$ cat src/vp_regs_pkg.sv
// register offsets, field layout, reset values and timing for the playback config bank
// assumes a 32-bit AHB-Lite bus with one register per aligned word (byte address = 4 * index)
package vp_regs_pkg;
  // register indices; byte address is four times the index
  localparam logic [7:0] IDX_BRANCH_MASK = 8'h08;
  localparam logic [7:0] IDX_CARRIER = 8'h09;
  localparam logic [7:0] IDX_CHANNEL = 8'h0c;
  localparam logic [7:0] IDX_CHAN0_RELOAD = 8'h0d;
  localparam logic [7:0] IDX_CHAN1_RELOAD = 8'h0e;
  localparam logic [7:0] IDX_CHAN2_RELOAD = 8'h0f;
  localparam logic [7:0] IDX_CHAN_STATUS = 8'h18;

  // field positions
  localparam int BIT_BRANCH_BUSY = 6;
  localparam int CARRIER_RATE_LSB = 0;
  localparam int CARRIER_SPREAD_LSB = 3;
  localparam int BIT_TDM_OFF = 7;
  localparam int CMD_CHAN_LSB = 0;

  // writable bits; reserved bits read zero
  localparam logic [7:0] BRANCH_MASK_BITS = 8'h7f;
  localparam logic [7:0] CARRIER_BITS = 8'h1f;
  localparam logic [7:0] CHANNEL_BITS = 8'h83;

  // reset values
  localparam logic [7:0] BRANCH_MASK_RST = 8'h00;
  localparam logic [7:0] CARRIER_RST = 8'h00;
  localparam logic [7:0] CHANNEL_RST = 8'h00;
  localparam logic [7:0] RELOAD_RST = 8'h00;

  // command channel codes
  localparam logic [1:0] CMD_ALL_CHANNELS = 2'h3;

  // channel count and delay tick
  localparam int NUM_CHAN = 3;
  localparam int NUM_INPUTS = 6;
  localparam int TICK_MS = 12;
  localparam int CLK_HZ = 125_000_000;
  localparam int TICK_CYC = TICK_MS * (CLK_HZ / 1000);
endpackage : vp_regs_pkg

$ cat src/chan_delay_timer.sv
// one channel's hold-off timer: blocks macro execution for (reload+1) delay ticks
// assumes start is a one-cycle pulse synchronous to hclk
`timescale 1ns/1ns
module chan_delay_timer #(
  parameter int TICK_CYC = vp_regs_pkg::TICK_CYC
) (
  // clock and reset
  input wire logic hclk,
  input wire logic hresetn,
  // control
  input wire logic start,
  input wire logic [7:0] reload,
  // status
  output logic blocked,
  output logic [7:0] remaining
);
  localparam int CW = $clog2(TICK_CYC + 1);
  localparam logic [CW-1:0] PRE_LAST = CW'(TICK_CYC - 1);

  typedef struct packed {
    logic busy;
    logic [7:0] cnt;
    logic [CW-1:0] pre;
  } tmr_t;

  tmr_t st_r;
  tmr_t st_nxt;

  // prescaler restarts at each start so the hold is exact, not off by a tick phase
  always_comb begin
    st_nxt = st_r;
    if (start) begin
      st_nxt.busy = 1'b1;
      st_nxt.cnt = reload;
      st_nxt.pre = '0;
    end else if (st_r.busy) begin
      if (st_r.pre == PRE_LAST) begin
        st_nxt.pre = '0;
        if (st_r.cnt == 8'h00) begin
          st_nxt.busy = 1'b0;
        end else begin
          st_nxt.cnt = st_r.cnt - 8'h01;
        end
      end else begin
        st_nxt.pre = st_r.pre + CW'(1);
      end
    end
  end

  always_ff @(posedge hclk or negedge hresetn) begin
    if (!hresetn) begin
      st_r <= '0;
    end else begin
      st_r <= st_nxt;
    end
  end

  assign blocked = st_r.busy;
  assign remaining = st_r.cnt;

  // helper: cycles spent blocked since the last start, and the reload taken
  logic [31:0] held_r;
  logic [7:0] taken_r;
  always_ff @(posedge hclk or negedge hresetn) begin
    if (!hresetn) begin
      held_r <= 32'h0000_0000;
      taken_r <= 8'h00;
    end else if (start) begin
      held_r <= 32'h0000_0000;
      taken_r <= reload;
    end else if (st_r.busy) begin
      held_r <= held_r + 32'h0000_0001;
    end
  end
endmodule : chan_delay_timer

$ cat src/vp_config_regs.sv
// register bank for branch masks, carrier setup, channel control and channel hold timers
// assumes a single AHB-Lite master, single word transfers, hready looped from hreadyout
//
// Local design decision: register access over AHB-Lite.
`timescale 1ns/1ns
// How it works
// - with busy mask set, branch whenever voice prompt playback is active.
// - each input 0 to 5 has a mask bit branching when that input is high.
// - three-bit carrier field picks the nominal PWM carrier rate.
// - two-bit spread field, 00 no dithering up to 11 strongest.
// - time-division off bit: 0 enables multi-channel operation, 1 disables it.
// - two-bit field routes serial commands to channel 0, 1, 2 or all.
// - each channel has its own eight-bit reload loaded into its down-counter.
// - channel macro execution stays blocked until the tick after its counter reaches zero.
// - config registers reset to zero and are host readable and writable.
module vp_config_regs #(
  parameter int TICK_CYC = vp_regs_pkg::TICK_CYC
) (
  // clock and reset
  input wire logic hclk,
  input wire logic hresetn,
  // ahb-lite slave
  input wire logic hsel,
  input wire logic [31:0] haddr,
  input wire logic [1:0] htrans,
  input wire logic hwrite,
  input wire logic [2:0] hsize,
  input wire logic hready,
  input wire logic [31:0] hwdata,
  output logic hreadyout,
  output logic hresp,
  output logic [31:0] hrdata,
  // macro engine condition inputs
  input wire logic playback_active,
  input wire logic [5:0] gpio_in,
  // macro engine channel control
  input wire logic [2:0] chan_start,
  output logic [2:0] chan_blocked,
  output logic branch_taken,
  // carrier generator
  output logic [2:0] carrier_rate_select,
  output logic [1:0] carrier_spread_level,
  // channel routing
  output logic tdm_enable,
  output logic [1:0] command_channel_select,
  output logic [2:0] command_channel_hit
);
  typedef struct packed {
    logic [7:0] branch_mask;
    logic [7:0] carrier;
    logic [7:0] channel;
    logic [2:0][7:0] reload;
    logic wr_pend;
    logic [7:0] wr_idx;
    logic [31:0] rdata;
    logic branch;
  } regs_t;

  regs_t st_r;
  regs_t st_nxt;
  logic addr_ok;
  logic [7:0] addr_idx;
  logic [7:0] rd_byte;
  logic [7:0] wbyte;
  logic [5:0] input_hits;
  logic [2:0] start_gated;

  // only the low byte of each word exists; upper address bits must be zero
  assign addr_idx = haddr[9:2];
  assign addr_ok = hsel && hready && htrans[1] && haddr[31:10] == 22'h00_0000;
  assign wbyte = hwdata[7:0];
  assign input_hits = st_r.branch_mask[5:0] & gpio_in;

  // bus write data phase, address phase capture, read mux and branch decision
  always_comb begin
    st_nxt = st_r;
    rd_byte = 8'h00;
    if (st_r.wr_pend) begin
      case (st_r.wr_idx)
        vp_regs_pkg::IDX_BRANCH_MASK: begin
          st_nxt.branch_mask = wbyte & vp_regs_pkg::BRANCH_MASK_BITS;
        end
        vp_regs_pkg::IDX_CARRIER: begin
          st_nxt.carrier = wbyte & vp_regs_pkg::CARRIER_BITS;
        end
        vp_regs_pkg::IDX_CHANNEL: begin
          st_nxt.channel = wbyte & vp_regs_pkg::CHANNEL_BITS;
        end
        vp_regs_pkg::IDX_CHAN0_RELOAD: st_nxt.reload[0] = wbyte;
        vp_regs_pkg::IDX_CHAN1_RELOAD: st_nxt.reload[1] = wbyte;
        vp_regs_pkg::IDX_CHAN2_RELOAD: st_nxt.reload[2] = wbyte;
        default: st_nxt.wr_idx = st_r.wr_idx; // unmapped or read-only: dropped
      endcase
    end
    st_nxt.wr_pend = addr_ok && hwrite;
    if (addr_ok && hwrite) begin
      st_nxt.wr_idx = addr_idx;
    end
    // read mux looks at the post-write image so write then read back to back is coherent;
    // kept in this process so the read path forms no loop through st_nxt
    case (addr_idx)
      vp_regs_pkg::IDX_BRANCH_MASK: rd_byte = st_nxt.branch_mask;
      vp_regs_pkg::IDX_CARRIER: rd_byte = st_nxt.carrier;
      vp_regs_pkg::IDX_CHANNEL: rd_byte = st_nxt.channel;
      vp_regs_pkg::IDX_CHAN0_RELOAD: rd_byte = st_nxt.reload[0];
      vp_regs_pkg::IDX_CHAN1_RELOAD: rd_byte = st_nxt.reload[1];
      vp_regs_pkg::IDX_CHAN2_RELOAD: rd_byte = st_nxt.reload[2];
      vp_regs_pkg::IDX_CHAN_STATUS: rd_byte = {5'h00, chan_blocked};
      default: rd_byte = 8'h00;
    endcase
    // an out-of-range read still returns zero instead of stale data
    if (hsel && hready && htrans[1] && !hwrite) begin
      st_nxt.rdata = addr_ok ? {24'h00_0000, rd_byte} : 32'h0000_0000;
    end
    // busy mask and per-input masks all feed one branch condition
    st_nxt.branch = (st_r.branch_mask[vp_regs_pkg::BIT_BRANCH_BUSY] && playback_active)
                    || (|input_hits);
  end

  always_ff @(posedge hclk or negedge hresetn) begin
    if (!hresetn) begin
      st_r.branch_mask <= vp_regs_pkg::BRANCH_MASK_RST;
      st_r.carrier <= vp_regs_pkg::CARRIER_RST;
      st_r.channel <= vp_regs_pkg::CHANNEL_RST;
      st_r.reload <= {vp_regs_pkg::NUM_CHAN{vp_regs_pkg::RELOAD_RST}};
      st_r.wr_pend <= 1'b0;
      st_r.wr_idx <= 8'h00;
      st_r.rdata <= 32'h0000_0000;
      st_r.branch <= 1'b0;
    end else begin
      st_r <= st_nxt;
    end
  end

  // zero wait state slave, always OKAY
  assign hreadyout = 1'b1;
  assign hresp = 1'b0;
  assign hrdata = st_r.rdata;

  // configuration fields straight from flops
  assign branch_taken = st_r.branch;
  assign carrier_rate_select = st_r.carrier[vp_regs_pkg::CARRIER_RATE_LSB +: 3];
  assign carrier_spread_level = st_r.carrier[vp_regs_pkg::CARRIER_SPREAD_LSB +: 2];
  assign tdm_enable = !st_r.channel[vp_regs_pkg::BIT_TDM_OFF];
  assign command_channel_select = st_r.channel[vp_regs_pkg::CMD_CHAN_LSB +: 2];

  // command routing; with time division off only channel 0 exists, so all collapses to it
  always_comb begin
    if (!tdm_enable) begin
      command_channel_hit = 3'h1;
    end else if (command_channel_select == vp_regs_pkg::CMD_ALL_CHANNELS) begin
      command_channel_hit = 3'h7;
    end else begin
      command_channel_hit = 3'(3'h1 << command_channel_select);
    end
  end

  // one hold timer per channel; channels 1 and 2 ignore starts while time division is off
  genvar gi;
  generate
    for (gi = 0; gi < vp_regs_pkg::NUM_CHAN; gi++) begin : g_chan
      assign start_gated[gi] = chan_start[gi] && (gi == 0 || tdm_enable);
      chan_delay_timer #(
        .TICK_CYC(TICK_CYC)
      ) u_timer (
        .hclk(hclk),
        .hresetn(hresetn),
        .start(start_gated[gi]),
        .reload(st_r.reload[gi]),
        .blocked(chan_blocked[gi]),
        .remaining()
      );
    end
  endgenerate
endmodule : vp_config_regs

$ cat config.mk
export PLATFORM = sky130hd
export DESIGN_NAME = vp_config_regs
export DESIGN_NICKNAME = d
export VERILOG_FILES = /design/src/vp_regs_pkg.sv /design/src/chan_delay_timer.sv /design/src/vp_config_regs.sv
export SDC_FILE = /design/constraint.sdc
export NUM_CORES = 1
export LEC_CHECK = 0
export BUFFER_PORTS_ARGS = -buffer_cell sky130_fd_sc_hd__buf_2
export CAP_MARGIN = 20
export CORE_UTILIZATION = 40
export CTS_CLUSTER_DIAMETER = 40
export DETAILED_ROUTE_END_ITERATION = 8
export GPL_TIMING_DRIVEN = 0
export PLACE_DENSITY = 0.57
export SETUP_SLACK_MARGIN = 0.2
export SYNTH_ARGS = -nofsm -noshare
export SYNTH_HDL_FRONTEND = slang
export SYNTH_SLANG_ARGS = --single-unit
$ cat constraint.sdc
create_clock -name hclk -period 3.7 [get_ports hclk]
set_input_delay 0.74 -clock hclk [delete_from_list [all_inputs] [get_ports hclk]]
set_output_delay 0.74 -clock hclk [all_outputs]
set_load 0.03 [all_outputs]
Yosys cells after proc, flatten, opt, wreduce, memory -nomap -nowiden --
Index checks and enable logic that the tools add are counted.
Word-level totals: register bits after elaboration 180, bits of input ports 84, output and inout bits 49, logic and storage cells 101
Cells by class: add/subtract/negate cells 6, equality and inequality tests 20, shift-type cells 1, muxes and demuxes 29, bitwise gates (word level) 1, reductions and logical operators 25
Operator list (number):
- 30-bit two-way mux | 6
- 8-bit by 4-bit equality test with 1-bit output, second input constant | 12
- 8-bit two-way mux | 10
- 21-bit by 1-bit adder with 21-bit output, second input constant | 3
- 21-bit equality test, second input constant | 3
- 21-bit two-way mux | 3
- 8-bit one-hot mux with 7 select lines | 1
- 48-bit two-way mux | 1
- 9-bit two-way mux | 3
- 8-bit zero test | 3
- 8-bit by 1-bit subtractor with 8-bit output, second input constant | 3
- 22-bit zero test | 1
- 2-bit nonzero test | 6
- 3-bit AND reduction | 3
- 8-bit by 5-bit equality test with 1-bit output, second input constant | 1
- 1-bit logical AND | 8
- 6-bit AND | 1
- 3-bit two-way mux | 2
- 6-bit OR reduction | 1
- 2-bit by 1-bit != test with 1-bit output, second input constant | 2
- 1-bit two-way mux | 3
- 1-bit by 2-bit left shift with 3-bit output, first input constant | 1
- 2-bit equality test, second input constant | 1
- 1-bit zero test | 2
- 2 further kinds | 2

Longest topological paths before layout --
Gate-level depths: netlist of run 1.
word-level depth 5, mapped depth 8, mapped depth without buffers 8

Cells and area by module --
Synthesis of run 1 repeated with hierarchy kept, for this count alone.
Second synthesis, totals: cells, all modules 1004, area total of the unflattened synthesis 9526.6 um2
Modules (own cells, without submodules):
- chan_delay_timer | instances 3, cells each 205, area an instance 1871.8 um2, sequential area each 750.7 um2
- vp_config_regs | instances 1, cells each 389, area an instance 3911.3 um2, sequential area each 1651.6 um2

Worst setup path after synthesis of run 1 --
OpenSTA, ideal clock, no wires.
kind input port to flip-flop, start point in haddr[7], end point reg st_r (netlist bit hrdata[6]), data arrival time 2607 ps, data required time 3635 ps, setup slack 1028 ps, stages on the path 6, buffers on the path 0, cell sequence or4b_2 -> nor4b_1 -> or3b_1 -> nand4_1 -> or3b_2 -> a22o_1
Between the ends: cells in the longest elaborated chain, start to end 3, elaborated cells on any way between the ends 9, classes of those cells eq/ne (7); mux (2)
Ends and longest elaborated chain:
- start: declaration | line vp_config_regs.sv:24 | input wire logic [31:0] haddr,
- 8-bit by 5-bit equality test with 1-bit output or 8-bit by 4-bit equality test with 1-bit output (tied branches) | line vp_config_regs.sv:101 | case (addr_idx)
- 8-bit one-hot mux with 7 select lines (*) | line vp_config_regs.sv:101
- 8-bit two-way mux (*) | line vp_config_regs.sv:113 | st_nxt.rdata = addr_ok ? {24'h00_0000, rd_byte} : 32'h0000_0000;
- end signal: assignment | line vp_config_regs.sv:131 | st_r <= st_nxt;
- end: declaration | line vp_config_regs.sv:59 | regs_t st_r;
Every way passes the cells marked *; elsewhere a longest branch is shown, timed or not. A chain may end at the register's enable or synchronous reset.

==> metrics.md, run 1 <==
| Metric | Value |
|---|---|
| Switch share | `25.7%` |
| Via count | `6,990` |
| Post-DP HPWL | `15,100 um` |
| Placed Area | `0.00937 mm^2` |
| Clk pwr share | `46.4%` |
| Syn Inst Count | `903` |
| Worst-Skew Late Latency | `0.43 ns` |
| Worst EP arrival | `3.39 ns` |
| Required time of the critical path | `4.02 ns` |
| Worst R2R Setup Slack | `0.63 ns` |
| Max_cap viols | `0` |
| Fin area | `0.0100 mm^2` |
| Peak VDD IR | `0.000248 V` |
| CP delay by family, top | `simple AND/OR/NAND/NOR gates` |
| Power Total | `4.15 mW` |
| Post-CTS sizing | `0` |
| Leak | `4.34 nW` |
| Pin count of the biggest net entering global routing | `114` |
| Initial Util | `40.7%` |
| Fraction of synthesis flops using an asynchronous set or reset pin | `100%` |
| Vias in the first global route | `6,336` |
| YS warnings | `0` |
| Reg-to-Reg End | `hrdata[6]` |
| Row Count | `53` |
| Period minus WS final | `3.07 ns` |
| Psw | `1.06 mW` |
| Cts bufs inserted | `17` |
| Cell Int Power | `3.08 mW` |
| Fmax | `325 MHz` |
| RSZ-0062 raised after global routing | `no` |
| Most used DFF post-synth | `dfrtp_1` |
| Max-slew violation count | `0` |
| Full die area | `0.0219 mm^2` |
| Global route total overflow | `0` |
| Crit path capture | `hrdata[6]` |
| Routability cong. | `0.814` |
| Residual DRC count | `1` |
| DR iter-0 viols | `459` |
| Critical path endpoint category | `flip-flop` |
| Area grow syn2layout | `17.4%` |
| Syn avg cell area | `9.45 um^2` |
| Nets | `1,116` |
| Number of I/O pins | `133` |
| Syn Std Cell Area | `0.00853 mm^2` |
| Die H | `148 um` |
| Post-DRT Antenna Nets | `0` |
| Slew @ Worst Pin | `1.08 ns` |
| Hold_buf cts | `0` |
| DR WL/cell | `16.1 um` |
| Post-synth EDFFs | `0` |
| Setup bufs post-CTS | `0` |
| Die Span X | `148 um` |
| Crit path launch | `st_r[38]` |
| Critical Path, Cell by Cell | `nor4bb_1 > clkbuf_1 > nor4bb_1 > clkbuf_1 > mux2_2 > a22oi_1 > or3b_2 > a22o_1` |
| Crit path depth | `8` |
| Slew margin rel. | `27.4%` |
| Startpoint types | `flip-flop` |
| RR Startpoint | `st_r[38]` |
| FF+latch count, synth | `156` |
| Setup-failing EPs final | `0` |
| Pwr dens | `414 mW/mm^2` |
| Met2 WL | `9670 um` |
| Seq pwr share | `44.7%` |
| Vias per inst | `5.34` |
| Root Driver | `clkbuf_16` |
| Commonest non-fill, non-tap cell in the layout | `dfrtp_1` |
| Hold Vio Cnt, Final | `0` |
| Max stage delay cell, worst path | `clkbuf_1` |
| Wl on met1 | `10,300 um` |
| Maximum buffer depth of the clock tree | `2` |
| Port bufs | `73` |
| R2r worst-path depth | `8` |
| Unique masters post-synth | `66` |
| Violated checks | `DRC` |
| Critical Path Max Stage Delay | `0.52 ns` |
| Fraction of layout cells with a size suffix above 1 | `20.2%` |
| Clock slew at reported path FFs | `0.07 ns` |
| GRT Total Usage | `20.1%` |
| Outcome | `finished with violations` |
| Worst-path maximum fanout | `10` |
| Critical path class | `reg2reg` |
| # clock sinks | `156` |
| Initial antenna violation count | `0` |
| Clock Skew | `0.0143 ns` |
| Htree depth | `4` |
| Power share of the combinational group | `8.9%` |
| Core Region | `0.0210 mm^2` |
| Antenna diodes | `0` |
| Final Cycle Share | `83.1%` |
| Routed wire length | `21,000 um` |
| Sequential area share after synthesis | `45.8%` |
| Met3 wire length | `849 um` |
| Drt pass-1 iters | `9` |
| Most frequent cells in the layout | `dfrtp_1 (156), o21ai_0 (88), nand2_1 (85)` |
| First-pass GRT wire length | `34,300 um` |
| CTS tree | `done` |
| Worst path bufs/invs | `2` |
| DR top layer | `met4` |
| Hold Path Class | `in2async` |
-- metal layers --
| metal | GRT usage [%] | vias up |
|---|---|---|
| met1 | 29.1 | 3370 |
| met3 | 3.46 | 17 |
| met4 | 5.00 | 0 |
| li1 | - | 3452 |
| met2 | 30.9 | 151 |
| met5 | 0 | - |
-- power groups by stage --
stage	combinational [mW]	clock [mW]	sequential (mW)
floorplan	0.241	0	1.86
global placement	0.364	0	1.88
detailed placement	0.370	0	1.88
CTS	0.374	1.96	1.85
global route	0.416	2.04	1.86
finish	0.369	1.93	1.85
-- cell families after synthesis --
group	after synthesis	share of synthesized area (%)
fa+ha+maj	12	1.76
simple gates	359	23.1
compound gates	202	14.4
xor+xnor	27	2.77
other cells	2	0.0880
mux	44	5.73
buf+inv	101	6.41
flops	156	45.8
-- per-stage QoR --
step | setup TNS (ns) | worst slack [ns] | util, % | hold slack, ns | cells
after floorplan | 0 | 1.03 | - | 0.436 | 927
after global placement | -102.28 | -0.676 | 44.5 | 0.465 | 1275
after detailed placement | 0 | 0.465 | 44.7 | 0.462 | 1276
after CTS | 0 | 0.642 | 47.8 | 0.201 | 1308
after global routing | 0 | 0.468 | 47.8 | 0.208 | 1308
final | 0 | 0.627 | 47.8 | 0.189 | 1308
-- cell type report --
type	count	area, um^2
fill	2010	10900
multi-input combinational	670	4170
sequential	156	3900
buffer	78	460
clock buffer	18	439
timing repair buffer	74	403
tap	275	344
clock inverter	14	206
inverter	23	86.3
-- worst min-delay path by stage --
| stage | start | end | cells after the start |
|---|---|---|---|
| finish | hresetn | g_chan[2].u_timer.st_r[9] | 1 |
| global route | hresetn | g_chan[2].u_timer.st_r[1] | 1 |
| CTS | hresetn | g_chan[2].u_timer.st_r[8] | 1 |
| detailed placement | g_chan[1].u_timer.st_r[20] | g_chan[1].u_timer.st_r[20] | 1 |
| global placement | st_r[70] | st_r[70] | 1 |
| floorplan | hresetn | branch_taken | 0 |
-- state kept, by name, indices dropped and copies added (netlist names) --
| name | count |
|---|---|
| g_chan.u_timer.st_r | 63 |
| st_r | 50 |
| g_chan.u_timer.remaining | 24 |
| hrdata | 8 |
| carrier_rate_select | 3 |
| g_chan.u_timer.blocked | 3 |
| carrier_spread_level | 2 |
| command_channel_select | 2 |
| branch_taken | 1 |
-- cells in the mapped netlist, drive strengths merged (5+ instances only) --
| library cell | number | area [um^2] |
|---|---|---|
| mux2 | 39 | 439 |
| xnor2 | 9 | 78.8 |
| nand3 | 52 | 273 |
| and2 | 21 | 131 |
| nand4b | 5 | 43.8 |
| dfrtp | 156 | 3900 |
| xor2 | 18 | 158 |
| nor3 | 20 | 111 |
| mux2i | 5 | 50.1 |
| nor4b | 9 | 93.8 |
| nor2b | 10 | 62.6 |
| nor4 | 11 | 75.1 |
| a22oi | 11 | 82.6 |
| nand2b | 10 | 62.6 |
| nand4 | 21 | 131 |
| nor2 | 57 | 214 |
| inv | 23 | 86.3 |
| nand2 | 85 | 319 |
| buf | 46 | 340 |
| ha | 12 | 150 |
| or2 | 5 | 31.3 |
| o21ai | 88 | 440 |
| or4 | 8 | 63.8 |
| a22o | 10 | 87.6 |
| and3 | 13 | 82.6 |
| o31ai | 16 | 120 |
| clkbuf | 32 | 120 |
| a21oi | 33 | 165 |
| a31oi | 20 | 125 |
(Power assumes the default switching activity.)
==> run 2: changes to the inputs <==
Clock period 3.7 ns to 3.2 ns, I/O delays scaled along.
==> run 2 against run 1 <==
The run still ends with DRC left. Utilization barely moved. Clock power rose by 16%. Die area did not move. Via count fell by 0.56%. Combinational power rose by 16%. Routed wire length rose by 0.17%. Hold slack got worse by 0.10 ns. Fmax rose by 8.7%. Critical path depth did not move. Non-clock buffer count did not move. Power rose by 16%. Register-to-register slack got worse by 0.26 ns. Critical path type unchanged. Largest cell class unchanged.
==> metrics.md, run 2 (synthesis gave the netlist of run 1 again) <==
| Metric | Value |
|---|---|
| Multi-input combinational cell area | `0.00417 mm^2 (unchanged)` |
| Setup-failing EPs final | `0 (unchanged)` |
| Row Count | `53 (unchanged)` |
| Root Driver | `clkbuf_16 (unchanged)` |
| Routability cong. | `0.814 (unchanged)` |
| Critical path class | `reg2reg (unchanged)` |
| Routed wire length | `21,000 um (about the same)` |
| Residual DRC count | `1 (unchanged)` |
| Die Span X | `148 um (unchanged)` |
| Required time of the critical path | `3.52 ns (was 4.02 ns)` |
| Initial Util | `40.7% (unchanged)` |
| Hold_buf cts | `0 (unchanged)` |
| Worst EP arrival | `3.15 ns (was 3.39 ns)` |
| Global Route met2 Usage | `30.9% (about the same)` |
| CTS tree | `done (unchanged)` |
| Initial antenna violation count | `0 (unchanged)` |
| Global route total overflow | `0 (unchanged)` |
| Max_cap viols | `0 (unchanged)` |
| Reg-to-Reg End | `hrdata[6] (unchanged)` |
| Hold Path Class | `in2async (unchanged)` |
| GRT Total Usage | `20.1% (about the same)` |
| Core Region | `0.0210 mm^2 (unchanged)` |
| Crit path launch | `st_r[38] (unchanged)` |
| DR WL/cell | `16.1 um (about the same)` |
| Final Cycle Share | `88.4% (was 83.1%)` |
| Full die area | `0.0219 mm^2 (unchanged)` |
| Setup bufs post-CTS | `0 (unchanged)` |
| Most Frequent Cell on Critical Path | `nor4bb_1` |
| Port bufs | `73 (unchanged)` |
| Max stage delay cell, worst path | `or3b_2 (was clkbuf_1)` |
| RSZ-0062 raised after global routing | `no (unchanged)` |
| Worst-Skew Late Latency | `0.43 ns (about the same)` |
| Worst R2R Setup Slack | `0.37 ns (was 0.63 ns)` |
| Register with the most flip-flops | `g_chan.u_timer.st_r (unchanged)` |
| Vias per inst | `5.31 (was 5.34)` |
| Placed Area | `0.00937 mm^2 (unchanged)` |
| Max-slew violation count | `0 (unchanged)` |
| Antenna diodes | `0 (unchanged)` |
| # fillers | `2,013 (was 2,010)` |
| Critical Path Max Stage Delay | `0.48 ns (was 0.52 ns)` |
| Period minus WS final | `2.83 ns (was 3.07 ns)` |
| Setup tns final | `0 ns (unchanged)` |
| # clock sinks | `156 (unchanged)` |
| Slew margin rel. | `25.7% (was 27.4%)` |
| Met1 usage in global routing | `29.1% (unchanged)` |
| Vias in the first global route | `6,336 (unchanged)` |
| Leak | `4.35 nW (was 4.34 nW)` |
| Violated checks | `DRC (unchanged)` |
| Htree depth | `4 (unchanged)` |
| First-pass GRT wire length | `34,300 um (about the same)` |
| Post-DP HPWL | `15,100 um (unchanged)` |
| Max reg flops | `63 (unchanged)` |
| Most frequent cells in the layout | `dfrtp_1 (156), o21ai_0 (88), nand2_1 (85) (unchanged)` |
| Slew @ Worst Pin | `1.11 ns (was 1.08 ns)` |
| Fraction of layout cells with a size suffix above 1 | `20.4% (was 20.2%)` |
| Area grow syn2layout | `17.4% (about the same)` |
| Maximum buffer depth of the clock tree | `2 (unchanged)` |
| Startpoint types | `flip-flop (unchanged)` |
| Worst-path maximum fanout | `10 (unchanged)` |
| Reg area | `0.00390 mm^2 (unchanged)` |
| Post-DRT Antenna Nets | `0 (unchanged)` |
| Hold Vio Cnt, Final | `0 (unchanged)` |
| Clock slew at reported path FFs | `0.07 ns (about the same)` |
| Outcome | `finished with violations (unchanged)` |
| Peak VDD IR | `0.000289 V (was 0.000248 V)` |
| Final core occ | `47.8% (about the same)` |
| Crit path capture | `hrdata[6] (unchanged)` |
| Clock Skew | `0.0162 ns (was 0.0143 ns)` |
| Commonest non-fill, non-tap cell in the layout | `dfrtp_1 (unchanged)` |
| Nets | `1,116 (unchanged)` |
| Pwr dens | `479 mW/mm^2 (was 414 mW/mm^2)` |
| R2r worst-path depth | `8 (unchanged)` |
| Number of I/O pins | `133 (unchanged)` |
| Cts bufs inserted | `17 (unchanged)` |
| Via count | `6,951 (was 6,990)` |
| DR iter-0 viols | `496 (was 459)` |
| M3 GR Usage | `3.46% (unchanged)` |
| Critical path endpoint category | `flip-flop (unchanged)` |
| RR Startpoint | `st_r[38] (unchanged)` |
| Fin area | `0.0100 mm^2 (about the same)` |
| Die H | `148 um (unchanged)` |
| Grt peak-use layer | `met2 (unchanged)` |
| Critical Path, Cell by Cell | `nor4bb_1 > clkbuf_1 > nor4bb_1 > buf_2 > mux2_2 > a22oi_1 > or3b_2 > a22o_1 (was nor4bb_1 > clkbuf_1 > nor4bb_1 > clkbuf_1 > mux2_2 > a22oi_1 > or3b_2 > a22o_1)` |
| Fmax | `354 MHz (was 325 MHz)` |
| Pin count of the biggest net entering global routing | `114 (unchanged)` |
| Fin Hold WS | `0.0872 ns (was 0.189 ns)` |
| Drt pass-1 iters | `9 (unchanged)` |
run 2: cell count changes in the layout (fill, tap and decap cells not counted), sizes merged:
cell | before | now
buf | 120 | 121
clkbuf | 50 | 49
run 2: metrics by stage:
step                power (mW)  setup slack (ns)  instances
floorplan                 2.43             0.551        927
global placement          2.60             -1.08       1275
detailed placement        2.61            0.0647       1276
CTS                       4.84             0.345       1308
global route              5.00             0.221       1308
finish                    4.80             0.371       1308
run 2: power breakdown:
part / switching [mW] / total [mW] / internal [mW]
clock: 0.887 / 2.23 / 1.35
sequential: 0.0881 / 2.14 / 2.05
combinational: 0.263 / 0.427 / 0.164
total: 1.24 / 4.80 / 3.56
run 2: repair_timing:
item | 4_1_cts | 5_1_grt
gates resized for setup | 1 | 3
hold endpoints to repair | 0 | 0
endpoints found under the setup margin | 1 | 5
run 2: cell type report:
class                           count  area share, %
Sequential cell                   156           39.0
Multi-Input combinational cell    670           41.6
Inverter                           23          0.862
Tap cell                          275           3.43
Clock buffer                       18           4.38
Buffer                             78           4.62
Clock inverter                     14           2.06
Timing Repair Buffer               74           4.02
run 2: worst min path at each step:
stage,from,endpoint,slack (ns),cells past startpoint
after floorplan,hresetn,branch_taken,0.34,0
after global placement,st_r[70],st_r[70],0.46,1
after detailed placement,g_chan[1].u_timer.st_r[20],g_chan[1].u_timer.st_r[20],0.46,1
after CTS,hresetn,g_chan[2].u_timer.st_r[8],0.10,1
after global routing,hresetn,g_chan[2].u_timer.st_r[1],0.11,1
final,hresetn,g_chan[2].u_timer.st_r[9],0.09,1
run 2: worst max-delay path, delay by kind of cell (launching register included):
family          cells  cell delay [ns]
mux                 1             0.39
buf+inv             2             0.56
simple gates        3             1.06
compound gates      2             0.33
flops               1             0.38
run 2: per-layer routing:
metal  up-vias  wire, um
met5         -         0
met4         0       211
met3        15       701
met2       130      9640
met1      3360     10500
li1       3446         -
